File: config.mk
export PLATFORM = sky130hd
export DESIGN_NAME = hbr_control_regs
export DESIGN_NICKNAME = d
export VERILOG_FILES = /design/src/core/hbr_pkg.sv /design/src/core/hbr_control_regs.sv
export SDC_FILE = /design/constraint.sdc
export NUM_CORES = 1
export LEC_CHECK = 0
export BUFFER_PORTS_ARGS = -buffer_cell sky130_fd_sc_hd__buf_2
export CAP_MARGIN = 20
export CORE_MARGIN = 2
export CORE_UTILIZATION = 47
export DETAILED_ROUTE_END_ITERATION = 10
export PLACE_DENSITY = 0.67
export SYNTH_ARGS = -nofsm -noshare
export SYNTH_HDL_FRONTEND = slang
export SYNTH_SLANG_ARGS = --single-unit
File: constraint.sdc
create_clock -name mclk_i -period 2.05 [get_ports mclk_i]
set_clock_uncertainty 0.05 [all_clocks]
set_input_delay 0 -clock mclk_i [delete_from_list [all_inputs] [get_ports mclk_i]]
set_output_delay 0 -clock mclk_i [all_outputs]
set_load 0.05 [all_outputs]
File: src/core/hbr_pkg.sv
// Shared constants and types of the half-bridge control register bank.
`default_nettype none
package hbr_pkg;
	// ----------------------------------------------------------------
	// Frame and address byte layout
	// ----------------------------------------------------------------
	localparam logic [4:0] FRAME_BITS  = 5'h10;
	localparam logic [4:0] FRAME_OVER  = 5'h11;
	localparam int         OP_BIT      = 7;
	localparam int         CODE_LSB    = 4;
	localparam int         PAD_LSB     = 2;
	localparam int         LAST_ADDRESS_BIT_TOKEN_BIT    = 1;
	localparam int         TAIL_BIT    = 0;
	localparam int         ADDR_LSB    = 0;
	localparam int         DATA_LSB    = 8;
	localparam logic [1:0] PAD_VALUE   = 2'h0;
	localparam logic [2:0] CODE_ACT1   = 3'h0;
	localparam logic [2:0] CODE_ACT2   = 3'h4;
	localparam logic [2:0] CODE_ACT3   = 3'h2;
	localparam logic [2:0] CODE_MODE1  = 3'h6;
	localparam logic [1:0] IDX_ACT1    = 2'h0;
	localparam logic [1:0] IDX_ACT2    = 2'h1;
	localparam logic [1:0] IDX_ACT3    = 2'h2;
	localparam logic [1:0] IDX_MODE1   = 2'h3;
	localparam logic [7:0] REG_RESET   = 8'h00;
	localparam logic [7:0] READ_UNMAP  = 8'h00;
	// ----------------------------------------------------------------
	// Bridge and PWM layout
	// ----------------------------------------------------------------
	localparam int         NUM_REGS    = 4;
	localparam int         NUM_BRIDGES = 12;
	localparam int         PER_REG     = 4;
	localparam int         NUM_PWM     = 3;
	localparam int         MODE_BRIDGES = 4;
	localparam logic [1:0] MODE_NONE   = 2'h0;
	localparam logic [1:0] MODE_CH1    = 2'h1;
	localparam logic [1:0] MODE_CH2    = 2'h2;
	localparam logic [1:0] MODE_CH3    = 2'h3;

	typedef struct packed {
		logic                   valid;
		logic [1:0]             idx;
	} hbr_addr_type;

	typedef struct packed {
		logic [NUM_BRIDGES-1:0] high_side_switch;
		logic [NUM_BRIDGES-1:0] low_side_switch;
	} hbr_switch_type;

	typedef struct packed {
		logic                   cs_s1;
		logic                   cs_s2;
		logic                   cs_prev;
		logic                   sclk_s1;
		logic                   sclk_s2;
		logic                   sclk_prev;
		logic                   sdi_s1;
		logic                   sdi_s2;
		logic [4:0]             bit_cnt;
		logic [15:0]            in_sr;
		logic [15:0]            out_sr;
		logic                   sdo;
		logic                   sdo_oe;
		logic [NUM_REGS-1:0][7:0] regs;
		hbr_switch_type         sw;
	} hbr_state_type;
endpackage : hbr_pkg
`default_nettype wire

File: src/core/hbr_control_regs.sv
// Serial-programmed control register bank and switch drive of a twelve-bridge driver.
`default_nettype none
module hbr_control_regs (
	input  wire logic                  mclk_i,
	input  wire logic                  rst_i,
	input  wire logic                  ce_i,
	input  wire logic                  cs_n_i,
	input  wire logic                  sclk_i,
	input  wire logic                  sdi_i,
	input  wire logic [2:0]            pwm_ch_i,
	output logic                       sdo_o,
	output logic                       sdo_oe_o,
	output var hbr_pkg::hbr_switch_type switch_o
);
	import hbr_pkg::*;

	// ----------------------------------------------------------------
	// Decoding helpers
	// ----------------------------------------------------------------
	function automatic hbr_addr_type decode_addr(input logic [7:0] a);
		hbr_addr_type r;
		r.valid = (a[PAD_LSB +: 2] == PAD_VALUE) && a[TAIL_BIT];
		r.idx   = IDX_ACT1;
		if (a[CODE_LSB +: 3] == CODE_ACT1) begin
			r.idx = IDX_ACT1;
		end else if (a[CODE_LSB +: 3] == CODE_ACT2) begin
			r.idx = IDX_ACT2;
		end else if (a[CODE_LSB +: 3] == CODE_ACT3) begin
			r.idx = IDX_ACT3;
		end else if (a[CODE_LSB +: 3] == CODE_MODE1) begin
			r.idx = IDX_MODE1;
		end else begin
			r.valid = 1'b0;
		end
		return r;
	endfunction : decode_addr

	function automatic logic pwm_gate(input logic [1:0] mode, input logic [2:0] pwm);
		logic g;
		g = 1'b1;
		case (mode)
			MODE_CH1: g = pwm[0];
			MODE_CH2: g = pwm[1];
			MODE_CH3: g = pwm[2];
			default:  g = 1'b1;
		endcase
		return g;
	endfunction : pwm_gate

	function automatic logic [1:0] bridge_pair(input logic [NUM_REGS-1:0][7:0] regs, input int b);
		logic [1:0] p;
		p = regs[b / PER_REG][2 * (b % PER_REG) +: 2];
		return p;
	endfunction : bridge_pair

	// ----------------------------------------------------------------
	// State
	// ----------------------------------------------------------------
	hbr_state_type st;
	hbr_state_type next_st;
	logic          cs_rise;
	logic          cs_fall;
	logic          sclk_rise;
	logic          sclk_fall;
	logic          frame_ok;
	logic [7:0]    cmd_addr;
	logic [7:0]    cmd_data;
	hbr_addr_type  cmd_dec;

	assign cs_rise   = st.cs_s2 & ~st.cs_prev;
	assign cs_fall   = ~st.cs_s2 & st.cs_prev;
	assign sclk_rise = st.sclk_s2 & ~st.sclk_prev;
	assign sclk_fall = ~st.sclk_s2 & st.sclk_prev;
	assign cmd_addr  = st.in_sr[ADDR_LSB +: 8];
	assign cmd_data  = st.in_sr[DATA_LSB +: 8];
	assign cmd_dec   = decode_addr(cmd_addr);
	assign frame_ok  = ce_i & cs_rise & (st.bit_cnt == FRAME_BITS);

	// ----------------------------------------------------------------
	// Next state
	// ----------------------------------------------------------------
	always_comb begin
		logic       lo;
		logic       hi;
		logic [1:0] mode;
		logic [7:0] answer;
		next_st = st;
		lo      = 1'b0;
		hi      = 1'b0;
		mode    = MODE_NONE;
		answer  = READ_UNMAP;
		if (ce_i) begin
			// The first stage of each pin feeds only the second stage.
			next_st.cs_s1     = cs_n_i;
			next_st.cs_s2     = st.cs_s1;
			next_st.cs_prev   = st.cs_s2;
			next_st.sclk_s1   = sclk_i;
			next_st.sclk_s2   = st.sclk_s1;
			next_st.sclk_prev = st.sclk_s2;
			next_st.sdi_s1    = sdi_i;
			next_st.sdi_s2    = st.sdi_s1;
			if (cs_fall) begin
				next_st.bit_cnt = '0;
				next_st.sdo_oe  = 1'b1;
				next_st.sdo     = st.out_sr[0];
			end else if (!st.cs_s2 && sclk_rise) begin
				// Address byte first, least significant bit first.
				next_st.in_sr = {st.sdi_s2, st.in_sr[15:1]};
				if (st.bit_cnt != FRAME_OVER) begin
					next_st.bit_cnt = st.bit_cnt + 5'h01;
				end
			end else if (!st.cs_s2 && sclk_fall) begin
				next_st.out_sr = {1'b0, st.out_sr[15:1]};
				next_st.sdo    = st.out_sr[1];
			end
			if (cs_rise) begin
				next_st.sdo_oe = 1'b0;
			end
			if (frame_ok) begin
				if (cmd_dec.valid) begin
					answer = st.regs[cmd_dec.idx];
					if (cmd_addr[OP_BIT]) begin
						next_st.regs[cmd_dec.idx] = cmd_data;
						answer = cmd_data;
					end
				end
				// The answer is shifted out during the next frame, so a
				// read costs two frames; this keeps the shifter simple.
				next_st.out_sr = {answer, cmd_addr};
			end
			for (int b = 0; b < NUM_BRIDGES; b++) begin
				{hi, lo} = bridge_pair(st.regs, b);
				mode = MODE_NONE;
				// Mode fields for bridges one to four.
				if (b < MODE_BRIDGES) begin
					mode = st.regs[IDX_MODE1][2 * b +: 2];
				end
				next_st.sw.high_side_switch[b] = hi & ~lo & pwm_gate(mode, pwm_ch_i);
				next_st.sw.low_side_switch[b]  = lo & ~hi & pwm_gate(mode, pwm_ch_i);
			end
		end
	end

	// ----------------------------------------------------------------
	// Reset value
	// ----------------------------------------------------------------
	// The chip-select stages start at the idle level so that release shows no false edge.
	localparam hbr_state_type ST_RESET = '{
		cs_s1:     1'b1,
		cs_s2:     1'b1,
		cs_prev:   1'b1,
		sclk_s1:   1'b0,
		sclk_s2:   1'b0,
		sclk_prev: 1'b0,
		sdi_s1:    1'b0,
		sdi_s2:    1'b0,
		bit_cnt:   5'h00,
		in_sr:     16'h0000,
		out_sr:    16'h0000,
		sdo:       1'b0,
		sdo_oe:    1'b0,
		regs:      {NUM_REGS{REG_RESET}},
		sw:        '0
	};

	always_ff @(posedge mclk_i) begin
		if (rst_i) begin
			st <= ST_RESET;
		end else begin
			st <= next_st;
		end
	end

	assign sdo_o    = st.sdo;
	assign sdo_oe_o = st.sdo_oe;
	assign switch_o = st.sw;

	// ----------------------------------------------------------------
	// Checks
	// ----------------------------------------------------------------
	logic [NUM_BRIDGES-1:0] hs_req;
	logic [NUM_BRIDGES-1:0] ls_req;
	logic [MODE_BRIDGES-1:0] wave;

	always_comb begin
		hs_req = '0;
		ls_req = '0;
		wave   = '1;
		// The requests are rebuilt from the registers, not taken from the drive logic.
		for (int b = 0; b < NUM_BRIDGES; b++) begin
			{hs_req[b], ls_req[b]} = bridge_pair(st.regs, b);
		end
		for (int k = 0; k < MODE_BRIDGES; k++) begin
			if (st.regs[IDX_MODE1][2 * k +: 2] != MODE_NONE) begin
				wave[k] = pwm_ch_i[st.regs[IDX_MODE1][2 * k +: 2] - 2'h1];
			end
		end
	end

	a_reset_regs_zero: assert property (@(posedge mclk_i) rst_i |=> (st.regs == '0))
		else $error("Registers not zero after reset.");

	a_bad_frame_kept: assert property (@(posedge mclk_i) disable iff (rst_i)
		(ce_i && cs_rise && st.bit_cnt != FRAME_BITS) |=> $stable(st.regs))
		else $error("Partial frame changed a register.");

	a_no_self_change: assert property (@(posedge mclk_i) disable iff (rst_i)
		!frame_ok |=> $stable(st.regs))
		else $error("Register changed without a command.");

	a_read_keeps_reg: assert property (@(posedge mclk_i) disable iff (rst_i)
		(frame_ok && !cmd_addr[OP_BIT]) |=> $stable(st.regs) ##1 $stable(st.regs))
		else $error("Read command altered a register.");

	a_write_lands: assert property (@(posedge mclk_i) disable iff (rst_i)
		(frame_ok && cmd_addr[OP_BIT] && cmd_dec.valid)
		|=> (st.regs[$past(cmd_dec.idx)] == $past(cmd_data)))
		else $error("Write data did not land.");

	a_cross_off: assert property (@(posedge mclk_i) disable iff (rst_i)
		ce_i |=> (((st.sw.high_side_switch | st.sw.low_side_switch) & $past(hs_req & ls_req)) == '0))
		else $error("Both switches of a bridge driven.");

	a_high_follows: assert property (@(posedge mclk_i) disable iff (rst_i)
		ce_i |=> (st.sw.high_side_switch[11:4] == $past(hs_req[11:4] & ~ls_req[11:4])))
		else $error("High switch does not follow enable.");

	a_low_follows: assert property (@(posedge mclk_i) disable iff (rst_i)
		ce_i |=> (st.sw.low_side_switch[11:4] == $past(ls_req[11:4] & ~hs_req[11:4])))
		else $error("Low switch does not follow enable.");

	a_pwm_gated: assert property (@(posedge mclk_i) disable iff (rst_i)
		ce_i |=> (st.sw.high_side_switch[3:0] == $past(hs_req[3:0] & ~ls_req[3:0] & wave)))
		else $error("PWM gating of high switch wrong.");

	a_act2_decode: assert property (@(posedge mclk_i) disable iff (rst_i)
		(frame_ok && cmd_addr == 8'hc1) |=> (st.regs[IDX_ACT2] == $past(cmd_data)))
		else $error("Second activation register not written.");

	a_mode1_decode: assert property (@(posedge mclk_i) disable iff (rst_i)
		(frame_ok && cmd_addr == 8'he3) |=> (st.regs[IDX_MODE1] == $past(cmd_data)))
		else $error("Mode register not written.");

	a_sdo_quiet: assert property (@(posedge mclk_i) disable iff (rst_i)
		(ce_i && cs_rise) |=> !sdo_oe_o [*2])
		else $error("Serial output driven outside a frame.");

	a_sdo_first_bit: assert property (@(posedge mclk_i) disable iff (rst_i)
		(ce_i && cs_fall) |=> (sdo_o == $past(st.out_sr[0])))
		else $error("First answer bit not presented.");

	a_frame_count: assert property (@(posedge mclk_i) disable iff (rst_i)
		(ce_i && !cs_fall && !st.cs_s2 && sclk_rise && st.bit_cnt != FRAME_OVER) |=> (st.bit_cnt == $past(st.bit_cnt) + 5'h01))
		else $error("Serial bit count did not advance.");

	a_read_answer: assert property (@(posedge mclk_i) disable iff (rst_i)
		(frame_ok && !cmd_addr[OP_BIT] && cmd_dec.valid) |=> (st.out_sr[15:8] == $past(st.regs[cmd_dec.idx])))
		else $error("Read answer is not the register content.");

	a_act1_decode: assert property (@(posedge mclk_i) disable iff (rst_i)
		(frame_ok && cmd_addr == 8'h81) |=> (st.regs[IDX_ACT1] == $past(cmd_data)))
		else $error("First activation register not written.");

	a_unmapped_kept: assert property (@(posedge mclk_i) disable iff (rst_i)
		(frame_ok && !cmd_dec.valid) |=> $stable(st.regs))
		else $error("Unmapped address changed a register.");

	a_act3_decode: assert property (@(posedge mclk_i) disable iff (rst_i)
		(frame_ok && cmd_addr == 8'ha1) |=> (st.regs[IDX_ACT3] == $past(cmd_data)))
		else $error("Third activation register not written.");

	a_ce_freeze: assert property (@(posedge mclk_i) disable iff (rst_i)
		!ce_i |=> $stable(st))
		else $error("State moved while the clock enable was low.");

	a_reset_outputs: assert property (@(posedge mclk_i) rst_i |=> (st.sw == '0 && !st.sdo_oe))
		else $error("Outputs not idle after reset.");

	// ----------------------------------------------------------------
	// Switch drive checks
	// ----------------------------------------------------------------
	a_bank1_pairs: assert property (@(posedge mclk_i) disable iff (rst_i)
		ce_i |=> (st.sw.low_side_switch[3:0] == $past(ls_req[3:0] & ~hs_req[3:0] & wave)))
		else $error("Low switches of bridges one to four wrong.");

	a_bank2_pairs: assert property (@(posedge mclk_i) disable iff (rst_i)
		ce_i |=> ({st.sw.high_side_switch[7:4], st.sw.low_side_switch[7:4]}
			== $past({hs_req[7:4] & ~ls_req[7:4], ls_req[7:4] & ~hs_req[7:4]})))
		else $error("Switches of bridges five to eight wrong.");

	a_bank3_pairs: assert property (@(posedge mclk_i) disable iff (rst_i)
		ce_i |=> ({st.sw.high_side_switch[11:8], st.sw.low_side_switch[11:8]}
			== $past({hs_req[11:8] & ~ls_req[11:8], ls_req[11:8] & ~hs_req[11:8]})))
		else $error("Switches of bridges nine to twelve wrong.");

	a_mode_none_on: assert property (@(posedge mclk_i) disable iff (rst_i)
		(ce_i && st.regs[IDX_MODE1][1:0] == MODE_NONE) |=> (st.sw.high_side_switch[0] == $past(hs_req[0] & ~ls_req[0])))
		else $error("Unmodulated bridge one not steady.");

	a_mode_field_four: assert property (@(posedge mclk_i) disable iff (rst_i)
		(ce_i && st.regs[IDX_MODE1][7:6] == MODE_CH3)
		|=> (st.sw.high_side_switch[3] == $past(hs_req[3] & ~ls_req[3] & pwm_ch_i[2])))
		else $error("Bridge four not gated by channel three.");
endmodule : hbr_control_regs
`default_nettype wire

==> impl_metrics.toml, run 1 <==
[status]
outcome = "finished clean"

[setup_path]
ff2ff_path_depth = 5
cp_max_fo = 8
crit-reg2reg-launch = "st[93]"
path_class = "register to register"
startpoint = "st[93]"
worst_ep_required_time_ns = 2.27
critical_path_arrival_ns = 2.16
regToRegEndpoint = "st[67]"
start_kind = "register"
critical_path.cell_chain = "or3b_1 -> nor4_4 -> buf_4 -> o221ai_1 -> a311oi_1"
critPathCapture = "st[67]"
end_kind = "register"
critical_path.slowest_cell = "sky130_fd_sc_hd__or3b_1"
reg2reg_setup_slack_ns = 0.11
slowest_stage_delay_on_critical_path_ns = 0.52

[place]
placer_congestion = 0.844
dp_hpwl_mm = 7.39
place.port_buffers = 34
dpl_cell_area_um2 = 4880
pre_cts_ws_ns = 0.171

[yosys]
synthTopCellsByArea = "sky130_fd_sc_hd__dfxtp_1 (44%), sky130_fd_sc_hd__mux2i_1 (9.2%), sky130_fd_sc_hd__nand2_1 (6.3%)"
ys.warnings.count = 0
mappedNetlistArea_um2 = 4690
count_of_different_cell_masters_after_synthesis = 43
ys_seq_elements = 103
syn_area_per_cell_um2 = 8.66
mappedNetlistNets = 556
synth_largest_area_cell = "sky130_fd_sc_hd__dfxtp_1"
yosysTopAreaCellShare_pct = 43.9
ys_seq_area_share_pct = 43.9
postSynthCellCount = 542

[floorplanning]
die_y_um = 104
io-pin-count = 35
die_w_um = 104
standard_cell_core_area_um2 = 9730
design.die.area_um2 = 10800
floorplan.rows = 36
start_util_pct = 48.2

[drt]
count_of_nets_left_with_antenna_violations_after_detail_routing = 0
drt-vias-per-instance = 5.59
drt_wl_total_mm = 10.7
post-route-drc-count = 0
vias = 3860
avgRoutedWirePerCell_um = 15.6
detail_route.iter0.violations = 287
detailedRoute.firstPassIterationCount = 5

[global_routing]
grt_pass1_vias = 3625
antenna_violations_before_repair = 0
track_usage_pct = 20.6
wire_length_of_the_first_global_routing_pass_mm = 18.3
globalRoute.totalOverflow = 0
maximum_number_of_pins_on_one_net_before_global_route_repair = 69

[sta]
final_hold_viol_count = 0
final_critical_path_setup_slack_ns = 0.113
report.final.setup_viol = 0
maxSlewHeadroom_pct = 57.4
layout_min_cycle_time_ns = 1.94
final_min_period_over_clock_period_pct = 94.5
final_max_slew_viol_count = 0
transition_time_at_the_pin_with_the_least_slew_margin_ns = 0.638
rsz0062_at_grt = "false"
setup_tns_ns = 0
max_freq_mhz = 516

[final_layout]
insertedDiodeCount = 0
areaGrowthSynthToFinish_pct = 8.85
final_standard_cell_area_without_fillers_um2 = 5110
finalNetCount = 566
fraction_of_layout_instances_using_a_drive_strength_above_1_pct = 14.4
num-fill-cells = 944
finalCoreUtilization_pct = 52.5

[clock_network]
cts_sinks = 103
clk_pin_slew_ns = 0.10
ctsRootBufferMaster = "sky130_fd_sc_hd__clkbuf_8"
clockBufferDepth = 2
cts_tree = "built"
cts-buffers-inserted = 9
htree_num_levels = 3
insertion_delay_ns = 0.37

[hold_path]
worst_hold_startpoint = "rst_i"
hold_path.class = "input pin to register"

[pwr]
cellPowerDensity_nw_per_um2 = 650
power.leakage_nw = 1.94
peakVddDrop_mv = 0.340

[run]
drv_cap = 0
-- critical path: cells and delay by family, from the launching register on --
family,cells,cell delay (ns)
simple gates,2,0.80
compound gates,2,0.44
flops,1,0.36
buf+inv,1,0.20
-- routing by layer --
metal	vias up	track usage (%)	routed length (um)
li1	1897	-	-
met1	1827	26.7	4700
met2	117	34.9	5240
met3	19	4.20	574
met4	0	6.18	227
met5	-	0	0
-- kinds of logic (layout without fill, tap and decap cells) --
kind of cell / after synthesis / after routing / synth area share, %
flops: 103 / 103 / 43.9
compound gates: 107 / 107 / 15.0
simple gates: 201 / 201 / 21.2
mux: 44 / 44 / 9.41
buf+inv: 79 / 94 / 8.53
fa+ha+maj: 5 / 5 / 1.33
xor+xnor: 3 / 3 / 0.560
-- how the worst min path moves through the flow --
| stage | to | slack [ns] | cells after the start |
|---|---|---|---|
| final | hs_req[8] | 0.05 | 2 |
| after global routing | hs_req[8] | 0.09 | 2 |
| after CTS | hs_req[8] | 0.04 | 2 |
| after detailed placement | st[102] | 0.19 | 3 |
| after global placement | st[102] | 0.17 | 3 |
| after floorplan | st[102] | 0.08 | 2 |
-- flip-flops by register name, summed over array words and instances, names as in the netlist --
| signal | flops |
|---|---|
| cmd_addr | 8 |
| cmd_data | 8 |
| hs_req | 12 |
| ls_req | 12 |
| sdo_o | 1 |
| sdo_oe_o | 1 |
| st | 37 |
| switch_o | 24 |
-- power by group --
group	leakage, nW	internal [W]	switching, W	total (W)
clock	0.0817	0.000456	0.000722	0.00118
combinational	1.03	0.0000411	0.0000860	0.000127
sequential	0.831	0.00201	0.00000723	0.00202
-- repair_timing --
item | in CTS | in global routing
gates resized for setup | 0 | 1
buffers inserted | 0 | 0
setup endpoints to repair | 0 | 6
endpoints found under the hold margin | 5 | 0
hold buffers | 5 | 0
-- Yosys cell counts (all sizes together) --
cell and number:
dfxtp 103, nand2 79, nor2 57, mux2i 43
a21oi 42, clkbuf 33, buf 31, o21ai 17
a311oi 16, inv 14, nand3b 14, nand3 11
a2bb2oi 8, a32oi 8, nor3 8, o221ai 8
nor3b 7, a211oi 5, ha 5, nand4 5
nand2b 3, nor4bb 3, o211ai 3, xor2 3
nor2b 2, nor4 2, or3b 2, and3 1
and4 1, and4bb 1, clkinv 1, mux2 1
nand4b 1, nor4b 1, or2 1, or3 1
or4b 1
-- cells in the final DEF, fill, tap and decap left out, drive strengths merged, types with 14 or more instances in the layout --
master and instances:
dfxtp 103, a311oi 16, buf 58, nand2 79
o21ai 17, mux2i 43, inv 15, nor2 57
a21oi 42, nand3b 14
-- cell type report --
cell class,instances,area [um2],area share [%]
Multi-Input combinational cell,360,2230,43.8
Sequential cell,103,2060,40.4
Timing Repair Buffer,63,413,8.08
Tap cell,133,166,3.26
Clock buffer,11,131,2.57
Inverter,15,56.3,1.10
Clock inverter,5,43.8,0.857
-- through the flow --
step           hold WS [ns]  std cells  total power [W]
2_1_floorplan        0.0784        542          0.00214
3_3_place_gp          0.168        669          0.00218
3_5_place_dp          0.191        669          0.00218
4_1_cts              0.0391        690          0.00335
5_1_grt              0.0945        690          0.00344
6_report             0.0540        690          0.00332
(Power assumes the default switching activity.)
==> inputs of run 2 (changes only) <==
CORE_ASPECT_RATIO = 1.4   (was unset)
==> impl_metrics.toml, run 2 (synthesis gave the netlist of run 1 again) <==
[final_layout]
largest-register = "st"
insertedDiodeCount = 0
mostFrequentLayoutCells = "sky130_fd_sc_hd__dfxtp_1 (103), sky130_fd_sc_hd__nand2_1 (79), sky130_fd_sc_hd__nor2_1 (57), sky130_fd_sc_hd__mux2i_1 (43), sky130_fd_sc_hd__a21oi_1 (42)"
fraction_of_layout_instances_using_a_drive_strength_above_1_pct = 13.9
most_common_library_cell_in_the_layout_ignoring_fill_and_taps = "sky130_fd_sc_hd__dfxtp_1"
largest_register_ff_count = 37
finalNetCount = 563
areaGrowthSynthToFinish_pct = 11.4

[setup_path]
start_kind = "register"
critical_path.cell_chain = "or4b_4 -> nor4_4 -> buf_4 -> o221ai_1 -> a311oi_1"
worst_ep_required_time_ns = 2.26
slowest_stage_delay_on_critical_path_ns = 0.59
critical_path.slowest_cell = "sky130_fd_sc_hd__or4b_4"
path_class = "register to register"
critical_path_arrival_ns = 2.15
cp_max_fo = 8
end_kind = "register"

[pwr]
power.leakage_nw = 1.99
cellPowerDensity_nw_per_um2 = 747
peakVddDrop_mv = 0.380
power_w = 0.00390

[sta]
maxSlewHeadroom_pct = 63.9
final_hold_viol_count = 0
max_freq_mhz = 516
final_max_slew_viol_count = 0
transition_time_at_the_pin_with_the_least_slew_margin_ns = 0.540
final_min_period_over_clock_period_pct = 94.5
report.final.setup_viol = 0
rsz0062_at_grt = "false"
setup_tns_ns = 0
layout_min_cycle_time_ns = 1.94

[drt]
detailedRoute.firstPassIterationCount = 7
vias = 3817
avgRoutedWirePerCell_um = 15.7
count_of_nets_left_with_antenna_violations_after_detail_routing = 0
drt_wl_total_mm = 10.8
drt-vias-per-instance = 5.54
detail_route.iter0.violations = 258
post-route-drc-count = 0

[floorplanning]
standard_cell_core_area_um2 = 9790
floorplan.rows = 43
design.die.area_um2 = 10800
die_w_um = 88.4
die_y_um = 122
start_util_pct = 47.9
io-pin-count = 35

[clock_network]
cts-buffers-inserted = 9
cts_tree = "built"
clockBufferDepth = 2
insertion_delay_ns = 0.35
htree_num_levels = 3
cts_sinks = 103
clk_pin_slew_ns = 0.07
ctsRootBufferMaster = "sky130_fd_sc_hd__clkbuf_16"

[global_routing]
grt_pass1_vias = 3703
wire_length_of_the_first_global_routing_pass_mm = 17.5
maximum_number_of_pins_on_one_net_before_global_route_repair = 82
track_usage_pct = 21.2
globalRoute.totalOverflow = 0
antenna_violations_before_repair = 0

[status]
outcome = "finished clean"

[run]
drv_cap = 0

[place]
placer_congestion = 0.812
place.port_buffers = 34
dp_hpwl_mm = 7.37

[hold_path]
hold_path.class = "input pin to register"
-- run 2: final timing paths --
path,from,to,slack (ns),cells after the start
worst max register to register,cmd_addr[2],st[66],0.11,5
worst min register to register,st[95],cmd_data[7],0.41,2
worst max-delay path,cmd_addr[2],st[66],0.11,5
worst min-delay path,pwm_ch_i[0],switch_o[1],0.27,5
-- run 2: power by group --
part | switching (W) | internal (W)
clock network | 0.000772 | 0.000986
registers | 0.00000722 | 0.00201
logic | 0.0000871 | 0.0000408
-- run 2: worst max-delay path, delay by kind of cell, from the launching register on --
family,cells,cell delay (ns)
and+or+nand+nor,2,0.82
AOI/OAI and AO/OA,2,0.41
DFF,1,0.36
buffers and inverters,1,0.20
-- run 2: layout make-up --
cell class | instances | area (um2)
fill | 946 | 4570
multi-input combinational | 360 | 2230
sequential | 103 | 2060
timing repair buffer | 60 | 395
clock buffer | 10 | 239
tap | 135 | 169
clock inverter | 6 | 68.8
inverter | 15 | 56.3
-- run 2: repair_timing --
item	CTS	global route
hold buffers	7	0
resized for setup	0	1
endpoints found under the hold margin	14	0
setup buffers	1	0
pin swaps	1	0
setup endpoints to repair	1	21
-- run 2: metal layers --
| layer | part of all wire (%) | routed length [um] | global-route usage, % |
|---|---|---|---|
| met1 | 40 | 4360 | 24.0 |
| met2 | 53 | 5720 | 36.3 |
| met3 | 3.0 | 323 | 3.36 |
| met4 | 3.9 | 418 | 13.3 |
| met5 | 0 | 0 | 0 |
-- run 2: through the flow --
stage | util, % | std cells | worst slack, ns | hold slack [ns] | area, um2
4_1_cts | 53.3 | 689 | 0.0812 | 0.258 | 5220
5_1_grt | 53.4 | 689 | 0.00277 | 0.309 | 5230
3_5_place_dp | 49.4 | 665 | 0.00264 | 0.192 | 4830
2_1_floorplan | - | 542 | 0.143 | 0.0784 | 4690
6_report | 53.4 | 689 | 0.113 | 0.267 | 5230
3_3_place_gp | 49.4 | 665 | 0.150 | 0.188 | 4830
==> inputs of run 3 (changes only) <==
PLACE_DENSITY = unset   (was 0.67)
clock period = 1.84 ns   (was 2.05 ns; I/O delays follow)
==> impl_metrics.toml, run 3 (synthesis gave the netlist of run 1 again) <==
[global_routing]
track_usage_pct = 21.7
grt.met3_usage_pct = 3.30
globalRoute.totalOverflow = 0
wire_length_of_the_first_global_routing_pass_mm = 18.1
groute.layer.met1.usage_pct = 25.9
grt_pass1_vias = 3651
antenna_violations_before_repair = 0
maximum_number_of_pins_on_one_net_before_global_route_repair = 50
gr-max-usage-layer = "met2"
grt.met2_usage_pct = 37.3

[pwr]
p_comb_share_pct = 3.4
power.sequential.fraction_pct = 49.7
switching_power_w = 0.000909
swShare_pct = 20.1
power_frac_clock_pct = 46.9
peakVddDrop_mv = 0.476
power_report.internal_total_w = 0.00361
cellPowerDensity_nw_per_um2 = 835
power.leakage_nw = 2.08
power_w = 0.00452

[setup_path]
path_delay_family = "simple AND/OR/NAND/NOR gates"
slowest_stage_delay_on_critical_path_ns = 0.43
crit-reg2reg-launch = "st[93]"
critical_path.cell_chain = "or3b_4 -> nor4_4 -> buf_6 -> o221ai_1 -> a311oi_1"
start_kind = "register"
end_kind = "register"
cp_max_fo = 8
critical_path_arrival_ns = 1.98
critical_path.slowest_cell = "sky130_fd_sc_hd__or3b_4"
worst-path-buf-inv = 1
worst_ep_required_time_ns = 2.04
reg2reg_setup_slack_ns = 0.06
startpoint = "st[93]"
path_class = "register to register"

[final_layout]
final_standard_cell_area_without_fillers_um2 = 5420
num-fill-cells = 955
largest_register_ff_count = 37
areaGrowthSynthToFinish_pct = 15.4
finalNetCount = 575
fraction_of_layout_instances_using_a_drive_strength_above_1_pct = 17.2
largest-register = "st"
insertedDiodeCount = 0
mostFrequentLayoutCells = "sky130_fd_sc_hd__dfxtp_1 (100), sky130_fd_sc_hd__nand2_1 (79), sky130_fd_sc_hd__nor2_1 (57), sky130_fd_sc_hd__mux2i_1 (43), sky130_fd_sc_hd__a21oi_1 (42)"
most_common_library_cell_in_the_layout_ignoring_fill_and_taps = "sky130_fd_sc_hd__dfxtp_1"

[drt]
detail_route.iter0.violations = 228
count_of_nets_left_with_antenna_violations_after_detail_routing = 0
detailedRoute.firstPassIterationCount = 4
avgRoutedWirePerCell_um = 15.9
vias = 3842
drt_wl_total_mm = 11.1
drt-vias-per-instance = 5.49
post-route-drc-count = 0

[sta]
max_freq_mhz = 562
final_max_slew_viol_count = 0
transition_time_at_the_pin_with_the_least_slew_margin_ns = 0.517
layout_min_cycle_time_ns = 1.78
maxSlewHeadroom_pct = 65.5
final_min_period_over_clock_period_pct = 96.6
final_hold_viol_count = 0
rsz0062_at_grt = "true"
report.final.setup_viol = 0

[hold_path]
hold_path.class = "input pin to register"
worst_hold_startpoint = "rst_i"

[floorplanning]
floorplan.rows = 43
start_util_pct = 47.9
die_w_um = 88.4
io-pin-count = 35
design.die.area_um2 = 10800
standard_cell_core_area_um2 = 9790
die_y_um = 122

[place]
dp_hpwl_mm = 7.80
placer_congestion = 0.833
place.port_buffers = 34
dpl_cell_area_um2 = 5020

[clock_network]
htree_num_levels = 3
clockBufferDepth = 2
cts_tree = "built"
cts_sinks = 103
ctsRootBufferMaster = "sky130_fd_sc_hd__clkbuf_16"
clk_pin_slew_ns = 0.07
insertion_delay_ns = 0.34
cts-buffers-inserted = 9

[status]
outcome = "finished clean"

[run]
drv_cap = 0
==> run 3: per-layer routing <==
| layer | up-vias | part of all wire [%] |
|---|---|---|
| li1 | 1919 | - |
| met1 | 1821 | 41 |
| met2 | 73 | 52 |
| met3 | 29 | 2.8 |
| met4 | 0 | 3.5 |
| met5 | - | 0 |
==> run 3: power groups by stage <==
stage	combinational, W	clock (W)	sequential (W)
6_report	0.000154	0.00212	0.00225
3_5_place_dp	0.000146	0	0.00230
3_3_place_gp	0.000145	0	0.00230
2_1_floorplan	0.0000856	0	0.00230
5_1_grt	0.000170	0.00223	0.00225
4_1_cts	0.000152	0.00216	0.00225
==> run 3: repair_timing <==
action	CTS	global route
setup buffers	0	1
cloned	0	0
hold endpoints to repair	3	0
setup endpoints to repair	5	16
pin swaps	0	5
hold buffers	3	0
resized for setup	2	8
==> run 3: final cells by class <==
type | count | area (um2) | share of cell area (%)
Tap cell | 135 | 169 | 3.12
Clock buffer | 11 | 233 | 4.30
Clock inverter | 4 | 95.1 | 1.76
Timing Repair Buffer | 72 | 542 | 10.0
Sequential cell | 103 | 2070 | 38.1
Inverter | 15 | 56.3 | 1.04
Multi-Input combinational cell | 360 | 2250 | 41.6
==> run 3: metrics by stage <==
step                      utilization (%)  std cells  hold slack [ns]  worst slack, ns  TNS [ns]
final                                55.3        700           0.0579           0.0619         0
after global placement               51.3        681            0.182           0.0799         0
after global routing                 55.3        700           0.0890          -0.0238   -0.0408
after CTS                            55.0        699           0.0259           0.0287         0
after floorplan                         -        542           0.0784          -0.0138    -0.110
after detailed placement             51.3        681            0.191          -0.0109   -0.0109
==> run 3: path summary, 6_finish.rpt <==
path                 endpoint  depth (start not counted)
setup / recovery       st[72]                          5
hold / removal      ls_req[5]                          2
setup reg to reg       st[72]                          5
hold reg to reg   switch_o[9]                          2
